File: config.mk
export PLATFORM = sky130hd
export DESIGN_NAME = wake_on_lan_frame_filter
export DESIGN_NICKNAME = d
export VERILOG_FILES = /design/src/core/wake_filter_pkg.sv /design/src/core/wake_on_lan_frame_filter.sv
export SDC_FILE = /design/constraint.sdc
export NUM_CORES = 1
export LEC_CHECK = 0
export BUFFER_PORTS_ARGS = -buffer_cell sky130_fd_sc_hd__buf_4
export CAP_MARGIN = 20
export CORE_UTILIZATION = 30
export CTS_BUF_LIST = sky130_fd_sc_hd__clkbuf_4
export CTS_CLUSTER_DIAMETER = 60
export DETAILED_ROUTE_END_ITERATION = 8
export PLACE_DENSITY = 0.43
export SLEW_MARGIN = 20
export SYNTH_ARGS = -nofsm -noshare
export SYNTH_HDL_FRONTEND = slang
export SYNTH_SLANG_ARGS = --single-unit
File: constraint.sdc
create_clock -name hclk -period 4.9 [get_ports hclk]
set_input_delay 0 -clock hclk [delete_from_list [all_inputs] [get_ports hclk]]
set_output_delay 0 -clock hclk [all_outputs]
set_load 0.02 [all_outputs]
File: src/core/wake_filter_pkg.sv
package wake_filter_pkg;

  // Register indices; each register sits at byte address index * 4
  localparam logic [11:0] IDX_CONFIG  = 12'h4a0;
  localparam logic [11:0] IDX_STATUS  = 12'h4a1;
  localparam logic [11:0] IDX_ADDR_45 = 12'h4a2;
  localparam logic [11:0] IDX_ADDR_23 = 12'h4a3;
  localparam logic [11:0] IDX_ADDR_01 = 12'h4a4;
  localparam logic [11:0] IDX_PASS_01 = 12'h4a5;
  localparam logic [11:0] IDX_PASS_23 = 12'h4a6;
  localparam logic [11:0] IDX_PASS_45 = 12'h4a7;
  localparam logic [11:0] IDX_PAT_01  = 12'h4a8;

  // Field positions
  localparam int unsigned POS_LEVEL_CLR = 11;
  localparam int unsigned POS_WOL_EN    = 7;
  localparam int unsigned POS_INT_SRC   = 12;

  // Values after reset
  localparam logic [15:0] CONFIG_RESET  = 16'h1000;
  localparam logic [15:0] ADDR_01_RESET = 16'h1010;
  localparam logic [15:0] PAT_01_RESET  = 16'h0010;
  localparam logic [15:0] DATA_RESET    = 16'h0000;

  // Frame bytes
  localparam logic [7:0] SFD_STD  = 8'hd5;
  localparam logic [7:0] SFD_ALT  = 8'h5d;
  localparam logic [7:0] PREAMBLE = 8'h55;
  localparam logic [7:0] PRE_REV  = 8'haa;
  localparam logic [7:0] SYNC     = 8'hff;
  localparam logic [2:0] SYNC_LEN = 3'h6;
  localparam logic [6:0] ADDR_REPS_BYTES = 7'h60;
  localparam logic [2:0] GROUP_LAST = 3'h5;

  // Wake pulse timing
  localparam int unsigned HCLK_PERIOD_NS = 4;
  localparam int unsigned WAKE_CLK_PERIOD_NS = 8;
  localparam int unsigned WAKE_CLK_CYCLES =
    (WAKE_CLK_PERIOD_NS + HCLK_PERIOD_NS - 1) / HCLK_PERIOD_NS;
  localparam int unsigned WAKE_BASE_TICKS = 8;

  typedef enum logic [1:0] {
    ORDER_NONE   = 2'b00,
    ORDER_BITREV = 2'b01,
    ORDER_NIBSWP = 2'b10,
    ORDER_NIBREV = 2'b11
  } order_t;

  typedef struct packed {
    order_t     order;
    logic       sfd_alt;
    logic       crc_gate;
    logic       level_clr;
    logic [1:0] pulse_sel;
    logic       level_mode;
    logic       wol_en;
    logic       bit_mask;
    logic       pw_en;
    logic [2:0] rsvd;
    logic       pattern_en;
    logic       magic_en;
  } config_t;

  typedef struct packed {
    logic       active;
    logic       strobe;
    logic [7:0] data;
    logic       done;
    logic       crc_bad;
  } rx_stream_t;

endpackage

File: src/core/wake_on_lan_frame_filter.sv
`timescale 1ns/1ns
// Contract
// Ordering field reorders each received byte four ways; resets to no change.
// Delimiter bit picks 0x5D when set, 0xD5 when clear; resets to 0xD5.
// With CRC gating set, bad-CRC frames give no magic or pattern indication.
// Level mode holds wake output until software writes the self-clearing clear bit.
// Pulse mode lasts 8, 16, 32 or 64 wake-clock cycles by field code.
// Indication select set means level mode, clear means pulse; resets pulse.
// Detection and wake indications only while enable bit is set; resets off. A running pulse or held level outlasts a disable.
// With password enabled, a magic packet also needs the six-byte password.
// Pattern enable raises wake on a frame matching the configured pattern.
// Magic enable raises wake on a valid magic packet.
// Source bit routes wake or polarity to interrupt bit 1; set on enable.
// Delimiter error latches a status flag that clears on read.
// Bad CRC latches a status flag that clears on read.
// Wrong password in magic packet latches intrusion flag, clears on read.
// Valid frame with configured pattern latches a flag, clears on read.
// Valid magic packet latches a flag that clears on read.
// Three registers hold destination address bytes, even byte in upper half.
// Three registers hold password bytes, lower-numbered byte in bits 7:0.
// First pattern register holds byte 0 low and byte 1 high.
// Magic packet is six 0xFF then sixteen address copies, then password.
module wake_on_lan_frame_filter (
  input  wire logic                       hclk,
  input  wire logic                       hresetn,
  input  wire logic                       hsel,
  input  wire logic [31:0]                haddr,
  input  wire logic [1:0]                 htrans,
  input  wire logic                       hwrite,
  input  wire logic [2:0]                 hsize,
  input  wire logic                       hready,
  input  wire logic [31:0]                hwdata,
  output logic      [31:0]                hrdata,
  output logic                            hreadyout,
  output logic                            hresp,
  input  wire wake_filter_pkg::rx_stream_t rx,
  input  wire logic                       polarity_int,
  output logic                            wake_out,
  output logic                            int_bit1
);

  typedef enum logic [1:0] {
    F_HUNT = 2'b00,
    F_BODY = 2'b01,
    F_DROP = 2'b10
  } frame_state_t;
  typedef enum logic [1:0] {
    M_SYNC = 2'b00,
    M_ADDR = 2'b01,
    M_PASS = 2'b10,
    M_DONE = 2'b11
  } magic_state_t;

  wake_filter_pkg::config_t cfg;
  logic [15:0]              data_regs [2:8];
  logic                     int_src;
  logic [4:0]               flags;
  logic                     wr_pend;
  logic [11:0]              wr_idx;
  logic                     addr_ok;
  logic                     mapped;
  logic                     rd_status;
  logic                     wr_now;
  logic                     level_clr_wr;
  logic [7:0]               ordered;
  logic [7:0]               sfd_byte;
  frame_state_t             fstate;
  magic_state_t             mstate;
  logic [2:0]               sync_cnt;
  logic [6:0]               idx;
  logic [2:0]               col;
  logic                     pw_bad;
  logic [1:0]               pat_pos;
  logic                     pat_ok;
  logic                     body_byte;
  logic                     frame_end;
  logic                     gated;
  logic                     magic_ok;
  logic                     set_sfd;
  logic                     set_crc;
  logic                     set_hack;
  logic                     set_pat;
  logic                     set_magic;
  logic                     wake_evt;
  logic                     wake_level;
  logic [7:0]               pulse_cnt;
  logic                     pulse_active;
  logic [7:0]               hi_len;
  logic [7:0]               cur_len;

  function automatic logic [7:0] reorder(input logic [7:0] b, input logic [1:0] mode);
    case (mode)
      wake_filter_pkg::ORDER_NONE:   reorder = b;
      wake_filter_pkg::ORDER_BITREV: reorder = {b[0], b[1], b[2], b[3], b[4], b[5], b[6], b[7]};
      wake_filter_pkg::ORDER_NIBSWP: reorder = {b[3:0], b[7:4]};
      default:                       reorder = {b[4], b[5], b[6], b[7], b[0], b[1], b[2], b[3]};
    endcase
  endfunction
  // Address byte k: even bytes in upper half, bytes 0/1 in the last register
  function automatic logic [7:0] addr_byte(input logic [2:0] k);
    logic [15:0] w;
    w = data_regs[4 - int'(k[2:1])];
    addr_byte = k[0] ? w[7:0] : w[15:8];
  endfunction
  // Password byte k: lower-numbered byte in the low half
  function automatic logic [7:0] pw_byte(input logic [2:0] k);
    logic [15:0] w;
    w = data_regs[5 + int'(k[2:1])];
    pw_byte = k[0] ? w[15:8] : w[7:0];
  endfunction
  function automatic logic [7:0] pulse_cycles(input logic [1:0] sel);
    pulse_cycles = 8'((wake_filter_pkg::WAKE_BASE_TICKS << sel)
                      * wake_filter_pkg::WAKE_CLK_CYCLES);
  endfunction
  // Bus slave: zero wait states, always OKAY
  assign hreadyout = 1'b1;
  assign hresp     = 1'b0;
  assign addr_ok   = hsel & hready & htrans[1];
  assign mapped    = (haddr[31:14] == 18'h0_0000) && (haddr[1:0] == 2'b00)
                     && (haddr[13:2] >= wake_filter_pkg::IDX_CONFIG)
                     && (haddr[13:2] <= wake_filter_pkg::IDX_PAT_01);
  assign rd_status = addr_ok & ~hwrite & mapped
                     & (haddr[13:2] == wake_filter_pkg::IDX_STATUS);
  assign wr_now    = wr_pend;
  // clear strobe
  assign level_clr_wr = wr_now & (wr_idx == wake_filter_pkg::IDX_CONFIG)
                        & hwdata[wake_filter_pkg::POS_LEVEL_CLR];

  always_ff @(posedge hclk or negedge hresetn) begin
    if (!hresetn) begin
      wr_pend <= 1'b0;
      wr_idx  <= 12'h000;
    end else begin
      wr_pend <= addr_ok & hwrite & mapped;
      wr_idx  <= haddr[13:2];
    end
  end
  // Read data captured at the address phase, so it stands in the data phase
  always_ff @(posedge hclk or negedge hresetn) begin
    if (!hresetn) begin
      hrdata <= 32'h0000_0000;
    end else if (addr_ok & ~hwrite) begin
      if (!mapped) begin
        hrdata <= 32'h0000_0000;
      end else if (haddr[13:2] == wake_filter_pkg::IDX_CONFIG) begin
        hrdata <= {16'h0000, cfg};
      end else if (haddr[13:2] == wake_filter_pkg::IDX_STATUS) begin
        hrdata <= {16'h0000, 3'b000, int_src, 4'h0, flags[4:2], 3'b000, flags[1:0]};
      end else begin
        hrdata <= {16'h0000, data_regs[int'(haddr[13:2] - wake_filter_pkg::IDX_CONFIG)]};
      end
    end
  end
  // control register
  always_ff @(posedge hclk or negedge hresetn) begin
    if (!hresetn) begin
      cfg <= wake_filter_pkg::CONFIG_RESET;
    end else if (wr_now && wr_idx == wake_filter_pkg::IDX_CONFIG) begin
      cfg           <= hwdata[15:0];
      // self clearing
      cfg.level_clr <= 1'b0;
    end
  end
  // byte storage
  always_ff @(posedge hclk or negedge hresetn) begin
    if (!hresetn) begin
      for (int i = 2; i <= 8; i++) begin
        data_regs[i] <= wake_filter_pkg::DATA_RESET;
      end
      data_regs[4] <= wake_filter_pkg::ADDR_01_RESET;
      data_regs[8] <= wake_filter_pkg::PAT_01_RESET;
    end else if (wr_now && wr_idx >= wake_filter_pkg::IDX_ADDR_45) begin
      data_regs[int'(wr_idx - wake_filter_pkg::IDX_CONFIG)] <= hwdata[15:0];
    end
  end
  // source select, forced to wake when enable rises
  always_ff @(posedge hclk or negedge hresetn) begin
    if (!hresetn) begin
      int_src <= 1'b0;
    end else if (wr_now && wr_idx == wake_filter_pkg::IDX_CONFIG
                 && hwdata[wake_filter_pkg::POS_WOL_EN] && !cfg.wol_en) begin
      int_src <= 1'b1;
    end else if (wr_now && wr_idx == wake_filter_pkg::IDX_STATUS) begin
      int_src <= hwdata[wake_filter_pkg::POS_INT_SRC];
    end
  end
  // byte reordering
  assign ordered  = reorder(rx.data, cfg.order);
  // delimiter choice
  assign sfd_byte = cfg.sfd_alt ? wake_filter_pkg::SFD_ALT : wake_filter_pkg::SFD_STD;
  // detection only when enabled
  assign body_byte = cfg.wol_en & rx.strobe & (fstate == F_BODY);
  assign frame_end = cfg.wol_en & rx.done;

  always_ff @(posedge hclk or negedge hresetn) begin
    if (!hresetn) begin
      fstate <= F_HUNT;
    end else if (!cfg.wol_en || rx.done) begin
      fstate <= F_HUNT;
    end else begin
      case (fstate)
        F_HUNT: begin
          if (rx.strobe && ordered == sfd_byte) begin
            fstate <= F_BODY;
          end else if (rx.strobe && ordered != wake_filter_pkg::PREAMBLE
                       && ordered != wake_filter_pkg::PRE_REV) begin
            fstate <= F_DROP;
          end
        end
        F_BODY:  fstate <= F_BODY;
        F_DROP:  fstate <= F_DROP;
        default: fstate <= F_HUNT;
      endcase
    end
  end

  // delimiter error
  assign set_sfd = cfg.wol_en & ~rx.done & rx.strobe & (fstate == F_HUNT)
                   & (ordered != sfd_byte) & (ordered != wake_filter_pkg::PREAMBLE)
                   & (ordered != wake_filter_pkg::PRE_REV);

  // Pattern compare over the first two payload bytes
  always_ff @(posedge hclk or negedge hresetn) begin
    if (!hresetn) begin
      pat_pos <= 2'b00;
      pat_ok  <= 1'b1;
    end else if (fstate != F_BODY) begin
      pat_pos <= 2'b00;
      pat_ok  <= 1'b1;
    end else if (body_byte && pat_pos != 2'b10) begin
      // byte 0 in the low half
      pat_ok  <= pat_ok & (ordered == (pat_pos[0] ? data_regs[8][15:8] : data_regs[8][7:0]));
      pat_pos <= pat_pos + 2'b01;
    end
  end

  // magic packet search, restarts on any sync or address mismatch
  always_ff @(posedge hclk or negedge hresetn) begin
    if (!hresetn) begin
      mstate   <= M_SYNC;
      sync_cnt <= 3'h0;
      idx      <= 7'h00;
      col      <= 3'h0;
      pw_bad   <= 1'b0;
    end else if (fstate != F_BODY) begin
      mstate   <= M_SYNC;
      sync_cnt <= 3'h0;
      idx      <= 7'h00;
      col      <= 3'h0;
      pw_bad   <= 1'b0;
    end else if (body_byte) begin
      case (mstate)
        M_SYNC: begin
          if (sync_cnt == wake_filter_pkg::SYNC_LEN && ordered == addr_byte(3'h0)) begin
            mstate <= M_ADDR;
            idx    <= 7'h01;
            col    <= 3'h1;
          end else if (ordered == wake_filter_pkg::SYNC) begin
            sync_cnt <= (sync_cnt == wake_filter_pkg::SYNC_LEN) ? sync_cnt
                        : sync_cnt + 3'h1;
          end else begin
            sync_cnt <= 3'h0;
          end
        end
        M_ADDR: begin
          if (ordered != addr_byte(col)) begin
            mstate   <= M_SYNC;
            sync_cnt <= (ordered == wake_filter_pkg::SYNC) ? 3'h1 : 3'h0;
          end else if (idx == wake_filter_pkg::ADDR_REPS_BYTES - 7'h01) begin
            // password follows when enabled
            mstate <= cfg.pw_en ? M_PASS : M_DONE;
            col    <= 3'h0;
          end else begin
            idx <= idx + 7'h01;
            col <= (col == wake_filter_pkg::GROUP_LAST) ? 3'h0 : col + 3'h1;
          end
        end
        M_PASS: begin
          // password compare
          pw_bad <= pw_bad | (ordered != pw_byte(col));
          col    <= col + 3'h1;
          if (col == wake_filter_pkg::GROUP_LAST) begin
            mstate <= M_DONE;
          end
        end
        M_DONE:  mstate <= M_DONE;
        default: mstate <= M_SYNC;
      endcase
    end
  end

  // gating of indications on bad CRC
  assign gated     = cfg.crc_gate & rx.crc_bad;
  assign magic_ok  = (mstate == M_DONE) & ~(cfg.pw_en & pw_bad);
  // bad CRC
  assign set_crc   = frame_end & rx.crc_bad & (fstate != F_HUNT);
  // intrusion
  assign set_hack  = frame_end & (fstate == F_BODY) & ~gated
                     & (mstate == M_DONE) & cfg.pw_en & pw_bad;
  // pattern found
  assign set_pat   = frame_end & (fstate == F_BODY) & ~gated
                     & (pat_pos == 2'b10) & pat_ok;
  // magic found
  assign set_magic = frame_end & (fstate == F_BODY) & ~gated & magic_ok;
  // wake causes
  assign wake_evt  = (set_magic & cfg.magic_en) | (set_pat & cfg.pattern_en);

  // latched flags; a set beats the read clear
  always_ff @(posedge hclk or negedge hresetn) begin
    if (!hresetn) begin
      flags <= 5'h00;
    end else begin
      flags <= (flags & {5{~rd_status}})
               | {set_sfd, set_crc, set_hack, set_pat, set_magic};
    end
  end

  // level indication; a new event beats the clear
  always_ff @(posedge hclk or negedge hresetn) begin
    if (!hresetn) begin
      wake_level <= 1'b0;
    end else if (!cfg.level_mode) begin
      wake_level <= 1'b0;
    end else begin
      wake_level <= wake_evt | (wake_level & ~level_clr_wr);
    end
  end

  // pulse length counter, retriggers on a new event
  always_ff @(posedge hclk or negedge hresetn) begin
    if (!hresetn) begin
      pulse_cnt <= 8'h00;
    end else if (cfg.level_mode) begin
      pulse_cnt <= 8'h00;
    end else if (wake_evt) begin
      pulse_cnt <= pulse_cycles(cfg.pulse_sel);
    end else if (pulse_cnt != 8'h00) begin
      pulse_cnt <= pulse_cnt - 8'h01;
    end
  end

  assign pulse_active = (pulse_cnt != 8'h00);
  // mode select
  assign wake_out = cfg.level_mode ? wake_level : pulse_active;
  // interrupt routing
  assign int_bit1 = int_src ? wake_out : polarity_int;

  // Helper for pulse length check
  always_ff @(posedge hclk or negedge hresetn) begin
    if (!hresetn) begin
      hi_len  <= 8'h00;
      cur_len <= 8'h00;
    end else if (wake_evt) begin
      hi_len  <= 8'h00;
      cur_len <= pulse_cycles(cfg.pulse_sel);
    end else if (pulse_active) begin
      hi_len <= hi_len + 8'h01;
    end
  end

  ordering_swap_a: assert property (@(posedge hclk) disable iff (!hresetn)
    cfg.order == wake_filter_pkg::ORDER_NIBSWP |-> ordered == {rx.data[3:0], rx.data[7:4]})
    else $error("nibble exchange wrong");
  sfd_found_a: assert property (@(posedge hclk) disable iff (!hresetn)
    cfg.wol_en && !rx.done && fstate == F_HUNT && rx.strobe && ordered == sfd_byte
    |=> fstate == F_BODY)
    else $error("delimiter not accepted");
  crc_gate_a: assert property (@(posedge hclk) disable iff (!hresetn)
    rx.done && rx.crc_bad && cfg.crc_gate |-> !set_magic && !set_pat && !wake_evt)
    else $error("bad CRC frame indicated");
  level_hold_a: assert property (@(posedge hclk) disable iff (!hresetn)
    cfg.level_mode && wake_out && !level_clr_wr && !wr_now |=> wake_out)
    else $error("level dropped without clear");
  level_clear_a: assert property (@(posedge hclk) disable iff (!hresetn)
    cfg.level_mode && level_clr_wr && !wake_evt && hwdata[8]
    |=> !wake_out ##1 cfg.level_clr == 1'b0)
    else $error("level clear failed");
  pulse_len_a: assert property (@(posedge hclk) disable iff (!hresetn)
    !cfg.level_mode && $fell(pulse_active) |-> hi_len == cur_len)
    else $error("wake pulse length wrong");
  // A frame ending just before the disable may still land its flags
  disabled_quiet_a: assert property (@(posedge hclk) disable iff (!hresetn)
    !cfg.wol_en && !$past(cfg.wol_en) && !$past(rd_status)
    |-> !wake_evt && flags == $past(flags))
    else $error("activity while disabled");
  src_auto_a: assert property (@(posedge hclk) disable iff (!hresetn)
    wr_now && wr_idx == wake_filter_pkg::IDX_CONFIG && hwdata[7] && !cfg.wol_en
    |=> int_src && cfg.wol_en)
    else $error("source not forced to wake");
  read_clear_a: assert property (@(posedge hclk) disable iff (!hresetn)
    rd_status && !set_magic |=> flags[0] == 1'b0)
    else $error("status not cleared by read");
  magic_wake_a: assert property (@(posedge hclk) disable iff (!hresetn)
    set_magic && cfg.magic_en && !cfg.level_mode |=> wake_out [*8])
    else $error("magic packet gave no wake");

endmodule // wake_on_lan_frame_filter

==> results.md, run 1 <==
- Status: complete, no violations
- EDFF count, synth: 0
- Max-slew headroom: 31.7%
- Critical path launch point type: flop
- Worst EP required: 5450 ps
- Utilization after layout: 35.0%
- CTS Hold Buffers Added: 45
- Synth Area in Compound Gates: 11.4%
- # nets final: 1227
- Synth async-reset ratio: 100%
- Placeable core region: 38700 sq um
- First-pass GRT wire length: 58400 um
- Placement Rows: 72
- Worst skew pair latency: 650 ps
- Crit end category: flop
- Most used cell, CP: o21ai_0
- Placer congestion estimate: 0.824
- Yosys cell types: 82
- Number of gates resized after cts: 0
- WL final: 37400 um
- Synth Cell Area: 11800 sq um
- Die Wd: 200 um
- RSZ-0062 raised after global routing: false
- Critical path type: reg2reg
- Remaining antenna violation count: 0
- Peak VDD IR: 0.000123 V
- Peak Freq: 279 MHz
- Post-Layout Cell Count: 1657
- Tot Pwr: 3030 uW
- Iter 0 DRT Violations: 568
- Simple-gate share of the synthesized area: 11.2%
- Reg2reg setup slack: 1320 ps
- CTS tree: yes
- I/O Buffers: 83
- Largest family of logic cells by synthesized area: multiplexers
- Mapped Cells: 1022
- Hpwl dp: 26400 um
- Vias: 8730
- Reg clk slew, reported paths: 170 ps
- Die area: 40200 sq um
- Met2 WL: 17500 um
- CP Buf/Inv Count: 2
- Synth cell count leaders: 187 x dfrtp_1, 134 x mux2_2, 65 x nor2_1
- Delay of the slowest critical-path stage: 680 ps
- Clock tree root driver cell: clkbuf_4
- Sequential share of the synthesized area: 40.7%
- Worst-Margin Slew: 1020 ps
- Congestion Overflow GR: 0
- Max cap viols: 0
- Tmin final: 3580 ps
- Cell with the most instances after synthesis: dfrtp_1
- Pleak: 0.00557 uW
- TritonCTS Sinks: 192
- CTS max path bufs: 2
- Synth-to-Final Area Change: 14.9%
- Critical Path Fanout Max: 14
- Initial core utilization: 30.5%
- Pin count of the biggest net entering global routing: 117
- CP delay by family, top: compound AO/OA/AOI/OAI gates
- Final Cell Area: 13600 sq um
- Xor/xnor cell area share of the yosys netlist: 1.93%
- Synth Flop Type: dfrtp_1
- # IOs: 123
- Max Used Layer: met5
- Tcrit/Tclk final: 73.1%
- Top cells by area, synth: dfrtp_1 40%, mux2_2 13%, mux4_2 10%
- Final setup vio count: 0
- Power density cells: 223 nW/um^2
- Placed cell area: 12800 sq um
- CTS buffer count: 17
- Initial antenna violation count: 2
- Arrival time at the worst endpoint: 4130 ps
- Hold Vio Cnt, Final: 0
- Vias in the first global route: 8973
- # Post-CTS Setup Buffers: 0
- Syn avg cell area: 11.6 sq um
- Worst path cell trace: inv_1, ha_1, buf_4, mux4_2, o21ai_0, o21ai_0, o22a_1, and4_1, nand3_1, o221a_4, mux2_4
- Pins over their slew limit: 0
- M1 WL: 18000 um
- Yosys warns: 0
- Proportion of layout cells with a drive suffix above 1: 31.1%
- Adder-Cell Fraction of Synth Area: 1.59%
- Slowest stage cell on the critical path: ha_1
- Gr usage total: 19.3%
- Multiplexer share of the synthesized area: 28.3%
- Area leader, netlist: dfrtp_1
- Vias per cell: 5.27
- DRC viols: 0
- Register bit total from synthesis: 192
- Routed length per instance: 22.6 um
- Max H-tree Level: 4
- Yosys top cell area share: 39.6%
- Hold WC Path Type: in2reg
- Met3 wire length: 1340 um
- Clock skew: 28.2 ps
- First drt pass iteration count: 4
- Placed Cells: 1577
- Setup TNS: 0 ps
- Chip Height: 200 um
[final timing paths]
kind | from | to | cells after the start
setup reg to reg | col[2] | sync_cnt[0] | 11
hold reg to reg | pat_ok | pat_ok | 2
setup / recovery | col[2] | sync_cnt[0] | 11
min in group asynchronous | hresetn | data_regs[63] | 3
max in group asynchronous | hresetn | data_regs[35] | 4
hold / removal | haddr[24] | flags[0] | 6
[power breakdown]
group	total, uW	internal [uW]	switching (uW)	leakage [uW]
logic	508	226	282	0.00294
registers	1690	1630	52.2	0.00251
clock network	832	214	618	0.000121
total	3030	2070	952	0.00557
[cell families (layout without fill, tap and decap cells)]
logic type / Yosys count / in the layout
buffers and inverters: 107 / 207
DFF: 192 / 192
AOI/OAI and AO/OA: 183 / 183
xor gates and xnor gates: 26 / 26
other: 2 / 19
adders and majority gates: 15 / 15
muxes: 246 / 246
and+or+nand+nor: 251 / 251
[cell type report]
type,instances,area (sq um)
fill,3919,25200
multi-input combinational,739,6490
sequential,192,4810
clock inverter,14,110
inverter,29,109
tap,518,648
antenna,1,2.50
timing repair buffer,146,1260
clock buffer,18,135
[registers in the layout, indices dropped and copies added (netlist names), 2 cells and up]
signal,flops
cfg,15
col,3
data_regs,112
flags,5
fstate,2
hrdata,16
idx,7
mstate,2
pat_pos,2
pulse_cnt,8
sync_cnt,3
wr_idx,12
[metrics by stage]
stage	hold slack, ps	worst slack, ps
global placement	124	1390
finish	46.7	1320
detailed placement	128	1340
floorplan	-296	1280
CTS	10.3	1330
global route	60.5	1040
[routing by layer]
layer | up-vias | global-route usage (%)
li1 | 4040 | -
met1 | 4491 | 27.4
met2 | 166 | 30.3
met3 | 31 | 3.39
met4 | 2 | 4.85
met5 | - | 0
[cell usage in the layout, fill, tap and decap left out, types with 18 or more instances in the layout]
cell type and n:
a21oi_1 34, buf_4 96, clkbuf_4 18, conb_1 18
dfrtp_1 185, dlygate4sd3_1 46, inv_1 28, mux2_2 134
mux2i_1 50, mux4_2 55, nand2_1 57, nand3_1 24
nor2_1 65, o21ai_0 28, xor2_1 19
[worst register-to-register path, delay by kind of cell, from the launching register on]
family          cells  cell delay (ps)
compound gates      4              800
fa+ha+maj           1              680
flops               1              470
buf+inv             2              410
mux                 2              650
simple gates        2              500
No activity file was read; power rests on OpenSTA's default activity.
==> inputs of run 2 (changes only) <==
--- a/config.mk
+++ b/config.mk
@@ -11,7 +11,7 @@
 export CTS_BUF_LIST = sky130_fd_sc_hd__clkbuf_4
 export CTS_CLUSTER_DIAMETER = 60
 export DETAILED_ROUTE_END_ITERATION = 8
-export PLACE_DENSITY = 0.43
+export PLACE_DENSITY = 0.45
 export SLEW_MARGIN = 20
 export SYNTH_ARGS = -nofsm -noshare
 export SYNTH_HDL_FRONTEND = slang
==> constraint.sdc (replaced) <==
create_clock -name hclk -period 3.2 [get_ports hclk]
set_input_delay 0 -clock hclk [delete_from_list [all_inputs] [get_ports hclk]]
set_output_delay 0 -clock hclk [all_outputs]
set_load 0.02 [all_outputs]
==> results.md, run 2 (synthesis gave the netlist of run 1 again) <==
- Status: complete, no violations (unchanged)
- Logic pwr share: 16.4% (was 16.8%)
- Vias in the first global route: 8953 (was 8973)
- Pins over their slew limit: 0 (unchanged)
- Switching Fraction: 29.2% (was 31.5%)
- Hold WC Path Type: in2reg (unchanged)
- Top Registers: data_regs x112, hrdata x16, cfg x15 (unchanged)
- Critical path launch point type: primary input (was flop)
- Dpl ws: 227 ps (was 1340 ps)
- First-pass GRT wire length: 58000 um (was 58400 um)
- # Post-CTS Setup Buffers: 0 (unchanged)
- Delay of the slowest critical-path stage: 570 ps (was 680 ps)
- DRC viols: 0 (unchanged)
- Die area: 40200 sq um (unchanged)
- Max cap viols: 0 (unchanged)
- Max H-tree Level: 4 (unchanged)
- Tot Pwr: 4830 uW (was 3030 uW)
- Arrival time at the worst endpoint: 3570 ps (was 4130 ps)
- Iter 0 DRT Violations: 554 (was 568)
- Clock skew: 37.8 ps (was 28.2 ps)
- # nets final: 1260 (was 1227)
- Critical Path Fanout Max: 17 (was 14)
- Pleak: 0.00575 uW (was 0.00557 uW)
- CTS max path bufs: 2 (unchanged)
- # IOs: 123 (unchanged)
- Switch Pwr: 1410 uW (was 952 uW)
- Peak Freq: 334 MHz
- Leading cell type in the layout, fill and taps excluded: dfrtp_1 (unchanged)
- CTS buffer count: 17 (unchanged)
- Internal: 3420 uW (was 2070 uW)
- CTS tree: yes (unchanged)
- Worst path cell trace: dlygate4sd3_1, buf_4, nor2_1, dlygate4sd3_1, nand4_1, dlygate4sd3_1, nor2_1, dlygate4sd3_1, nand3_1, buf_4, nor2_1, dlygate4sd3_1 (was inv_1, ha_1, buf_4, mux4_2, o21ai_0, o21ai_0, o22a_1, and4_1, nand3_1, o221a_4, mux2_4)
- Reg2reg setup slack: 210 ps (was 1320 ps)
- Sequential group share of total power: 53.4% (was 55.7%)
- I/O Buffers: 83 (unchanged)
- Final Cell Area: 13900 sq um (was 13600 sq um)
- Setup WS post-layout: 205 ps (was 1320 ps)
- Critical path type: in2reg (was reg2reg)
- Pin count of the biggest net entering global routing: 81 (was 117)
- Placeable core region: 38700 sq um (unchanged)
- Most frequent cells in the layout: 185 x dfrtp_1, 134 x mux2_2, 124 x buf_4 (was 185 x dfrtp_1, 134 x mux2_2, 96 x buf_4)
- Slowest stage cell on the critical path: dlygate4sd3_1 (was ha_1)
- Vias: 8971 (was 8730)
- Placed cell area: 13100 sq um (was 12800 sq um)
- Clk pwr share: 30.2% (was 27.5%)
- Max-slew headroom: 44.6% (was 31.7%)
- Initial antenna violation count: 2 (unchanged)
- Crit end category: flop (unchanged)
- Worst skew pair latency: 640 ps (was 650 ps)
- Chip Height: 200 um (unchanged)
- WL final: 37200 um (was 37400 um)
- Placed Cells: 1606 (was 1577)
- Remaining antenna violation count: 0 (unchanged)
- RSZ-0062 raised after global routing: false (unchanged)
- TritonCTS Sinks: 192 (unchanged)
- Synth-to-Final Area Change: 17.8% (was 14.9%)
- Tmin final: 2990 ps
- Tcrit/Tclk final: 93.6%
- Vias per cell: 5.30 (was 5.27)
- Largest register FFs: 112 (unchanged)
- Peak VDD IR: 0.000205 V (was 0.000123 V)
- Power density cells: 347 nW/um^2 (was 223 nW/um^2)
- Hold Vio Cnt, Final: 0 (unchanged)
- Worst-Margin Slew: 832 ps (was 1020 ps)
- Routed length per instance: 22.0 um (was 22.6 um)
- Clock tree root driver cell: clkbuf_4 (unchanged)
- Reg clk slew, reported paths: 150 ps (was 170 ps)
- Hpwl dp: 26700 um (was 26400 um)
- Worst EP required: 3770 ps (was 5450 ps)
- Die Wd: 200 um (unchanged)
- First drt pass iteration count: 5 (was 4)
- Setup TNS: 0 ps (unchanged)
- Congestion Overflow GR: 0 (unchanged)
- Final setup vio count: 0 (unchanged)
- Most flops, register: data_regs (unchanged)
- Most used cell, CP: dlygate4sd3_1 (was o21ai_0)
- Proportion of layout cells with a drive suffix above 1: 33.1% (was 31.1%)
- Gr usage total: 19.1% (was 19.3%)
- Initial core utilization: 30.5% (unchanged)
- Post-Layout Cell Count: 1692 (was 1657)
- Placement Rows: 72 (unchanged)
- Placer congestion estimate: 0.826 (was 0.824)
==> run 2: changes by cell type in the layout (fill, tap and decap cells not counted), sizes merged <==
cell	previous run	this run
buf	99	127
dlygate4sd3	46	51
bufinv	0	3
inv	33	30
diode	1	3
clkbuf	19	20
clkinvlp	5	4
==> run 2: what timing repair did <==
action | CTS | global route
endpoints found under the setup margin | 0 | 5
hold endpoints to repair | 323 | 0
hold buffers | 51 | 0
gates resized for setup | 0 | 2
==> run 2: path summary, 6_finish.rpt <==
kind / startpoint / end / cells past startpoint
setup / recovery: haddr[24] / wr_now / 12
hold / removal: haddr[0] / flags[1] / 6
min in group asynchronous: hresetn / data_regs[25] / 3
hold reg to reg: pat_ok / pat_ok / 2
max in group asynchronous: hresetn / data_regs[2] / 4
setup reg to reg: col[1] / sync_cnt[1] / 10
==> run 2: layout make-up <==
cell class,instances,area [sq um]
clock buffers,19,143
fillers,3940,24800
well taps,518,648
diodes,3,7.51
flip-flops and latches,192,4810
multi-input cells,739,6520
clock inverters,13,160
inverters,29,109
repair buffers,179,1520
==> run 2: power by group through the flow <==
stage	clock (uW)	combinational [uW]	sequential [uW]
5_1_grt	1610	877	2590
3_5_place_dp	0	750	2620
4_1_cts	1520	799	2580
3_3_place_gp	0	745	2620
2_1_floorplan	0	479	2590
6_report	1460	793	2580
==> run 2: layer usage <==
layer / part of all wire (%) / GRT usage [%]
met5: 0 / 0
met4: 1.0 / 4.06
met3: 3.4 / 3.36
met2: 48 / 30.4
met1: 48 / 27.0
==> run 2: metrics by stage <==
stage / hold WS, ps / util, %
after floorplan: -296 / -
after global placement: 125 / 33.8
after detailed placement: 125 / 33.8
after CTS: 30.5 / 35.9
after global routing: 49.8 / 35.9
final: 86.8 / 35.9
==> run 2: worst max-delay path: cells and delay by family <==
family	cells	cell delay, ps
buffers and inverters	7	3090
and+or+nand+nor	5	460
==> inputs of run 3 (changes only) <==
--- a/config.mk
+++ b/config.mk
@@ -7,6 +7,7 @@
 export LEC_CHECK = 0
 export BUFFER_PORTS_ARGS = -buffer_cell sky130_fd_sc_hd__buf_4
 export CAP_MARGIN = 20
+export CORE_ASPECT_RATIO = 2
 export CORE_UTILIZATION = 30
 export CTS_BUF_LIST = sky130_fd_sc_hd__clkbuf_4
 export CTS_CLUSTER_DIAMETER = 60
==> results.md, run 3 (synthesis gave the netlist of run 1 again) <==
- Placed Cells: 1607 (was 1606)
- Initial antenna violation count: 2 (unchanged)
- Worst EP required: 3750 ps (was 3770 ps)
- Crit end category: flop (unchanged)
- Status: complete, no violations (unchanged)
- Critical path type: in2reg (unchanged)
- Placement Rows: 102 (was 72)
- Setup WS post-layout: 91.8 ps (was 205 ps)
- I/O Buffers: 83 (unchanged)
- Reg2Reg Launch Point: col[2] (was col[1])
- CTS tree: yes (unchanged)
- Top Registers: data_regs x112, hrdata x16, cfg x15 (unchanged)
- Critical path launch point type: primary input (unchanged)
- Vias per cell: 5.30 (about the same)
- Initial core utilization: 30.5% (about the same)
- Vias: 8957 (was 8971)
- Synth-to-Final Area Change: 18.0% (was 17.8%)
- Reg clk slew, reported paths: 170 ps (was 150 ps)
- Post-Layout Cell Count: 1690 (was 1692)
- Setup crit start: haddr[13] (was haddr[24])
- Final setup vio count: 0 (unchanged)
- Die area: 40200 sq um (about the same)
- Routed length per instance: 23.1 um (was 22.0 um)
- Max cap viols: 0 (unchanged)
- Leading cell type in the layout, fill and taps excluded: dfrtp_1 (unchanged)
- Placer congestion estimate: 0.848 (was 0.826)
- Hold WC Path Type: in2reg (unchanged)
- Placeable core region: 38800 sq um (was 38700 sq um)
- Pin count of the biggest net entering global routing: 83 (was 81)
- Max H-tree Level: 4 (unchanged)
- Chip Height: 283 um (was 200 um)
- Most flops, register: data_regs (unchanged)
- Tmin final: 3110 ps (was 2990 ps)
- Die Wd: 142 um (was 200 um)
- # IOs: 123 (unchanged)
- Worst-Margin Slew: 848 ps (was 832 ps)
- TritonCTS Sinks: 192 (unchanged)
- Hold endpoint: fstate[0] (was flags[1])
- # nets final: 1258 (was 1260)
- Vias in the first global route: 9312 (was 8953)
- WL final: 39000 um (was 37200 um)
- Hold Path Depth: 3 (was 6)
- Clock tree root driver cell: clkbuf_4 (unchanged)
- FF-to-FF path depth: 10 (unchanged)
- Most frequent cells in the layout: 184 x dfrtp_1, 134 x mux2_2, 122 x buf_4 (was 185 x dfrtp_1, 134 x mux2_2, 124 x buf_4)
- Hold Vio Cnt, Final: 0 (unchanged)
- CTS max path bufs: 2 (unchanged)
- Worst r2r dst: sync_cnt[1] (unchanged)
- Peak Freq: 322 MHz (was 334 MHz)
- Worst skew pair latency: 660 ps (was 640 ps)
- Pins over their slew limit: 0 (unchanged)
- # Post-CTS Setup Buffers: 0 (unchanged)
- DRC viols: 0 (unchanged)
- Congestion Overflow GR: 0 (unchanged)
- First-pass GRT wire length: 59600 um (was 58000 um)
- Dpl ws: 143 ps (was 227 ps)
- Peak VDD IR: 0.000158 V (was 0.000205 V)
- Pleak: 0.00576 uW (was 0.00575 uW)
- Reg2reg setup slack: 110 ps (was 210 ps)
- Largest register FFs: 112 (unchanged)
- Tcrit/Tclk final: 97.1% (was 93.6%)
- Arrival time at the worst endpoint: 3660 ps (was 3570 ps)
- Gr usage total: 20.4% (was 19.1%)
- Proportion of layout cells with a drive suffix above 1: 33.3% (was 33.1%)
- Hold_sp: rx[1] (was haddr[0])
- Power density cells: 346 nW/um^2 (was 347 nW/um^2)
- Critical Path Fanout Max: 12 (was 17)
- Max-slew headroom: 43.5% (was 44.6%)
- Remaining antenna violation count: 0 (unchanged)
- First drt pass iteration count: 7 (was 5)
- Hpwl dp: 29700 um (was 26700 um)
- CTS buffer count: 17 (unchanged)
- Iter 0 DRT Violations: 470 (was 554)
- Worst Hold Slack: 65.4 ps (was 86.8 ps)
- Clock skew: 26.1 ps (was 37.8 ps)
- Tot Pwr: 4820 uW (was 4830 uW)
## run 3: timing repair
action / CTS / global route
endpoints found under the setup margin: 0 / 7
hold buffers: 50 / 0
hold endpoints to repair: 360 / 0
resized for setup: 0 / 3
## run 3: area by class of cell
class	instances	area [sq um]
Timing Repair Buffer	177	1530
Fill cell	3924	24900
Antenna cell	1	2.50
Inverter	29	109
Sequential cell	192	4810
Multi-Input combinational cell	739	6540
Clock inverter	15	170
Tap cell	520	651
Clock buffer	17	128
## run 3: stage by stage
step                util [%]  setup TNS (ps)  area (sq um)
CTS                     35.9               0         13900
global route            35.9            -126         13900
finish                  35.9               0         13900
detailed placement      33.8               0         13100
global placement        33.8               0         13100
floorplan                  -               0         11900
## run 3: worst max path at each step
stage / cells past startpoint / end
floorplan: 15 / sync_cnt[0]
global placement: 9 / sync_cnt[0]
detailed placement: 9 / sync_cnt[0]
CTS: 11 / hrdata[7]
global route: 11 / hrdata[7]
finish: 11 / hrdata[7]
## run 3: layer usage
metal / GRT usage (%) / vias to the layer above / wire [um]
li1: - / 4093 / -
met1: 21.0 / 4594 / 14200
met2: 39.5 / 187 / 21900
met3: 1.99 / 83 / 739
met4: 11.6 / 0 / 2140
met5: 0 / - / 0
## run 3: where the power goes
part | switching (uW) | leakage [uW] | internal [uW]
sequential | 78.8 | 0.00251 | 2500
combinational | 430 | 0.00310 | 362
clock | 1030 | 0.000154 | 424
total | 1530 | 0.00576 | 3290
## run 3: worst max-delay path, cell delays in order
cell	delay, ps
dlygate4sd3_1	530
buf_4	150
nor3_1	180
dlygate4sd3_1	580
nand3_1	60
dlygate4sd3_1	590
nor2_1	180
dlygate4sd3_1	600
nand3_2	170
buf_4	240
o41ai_1	370
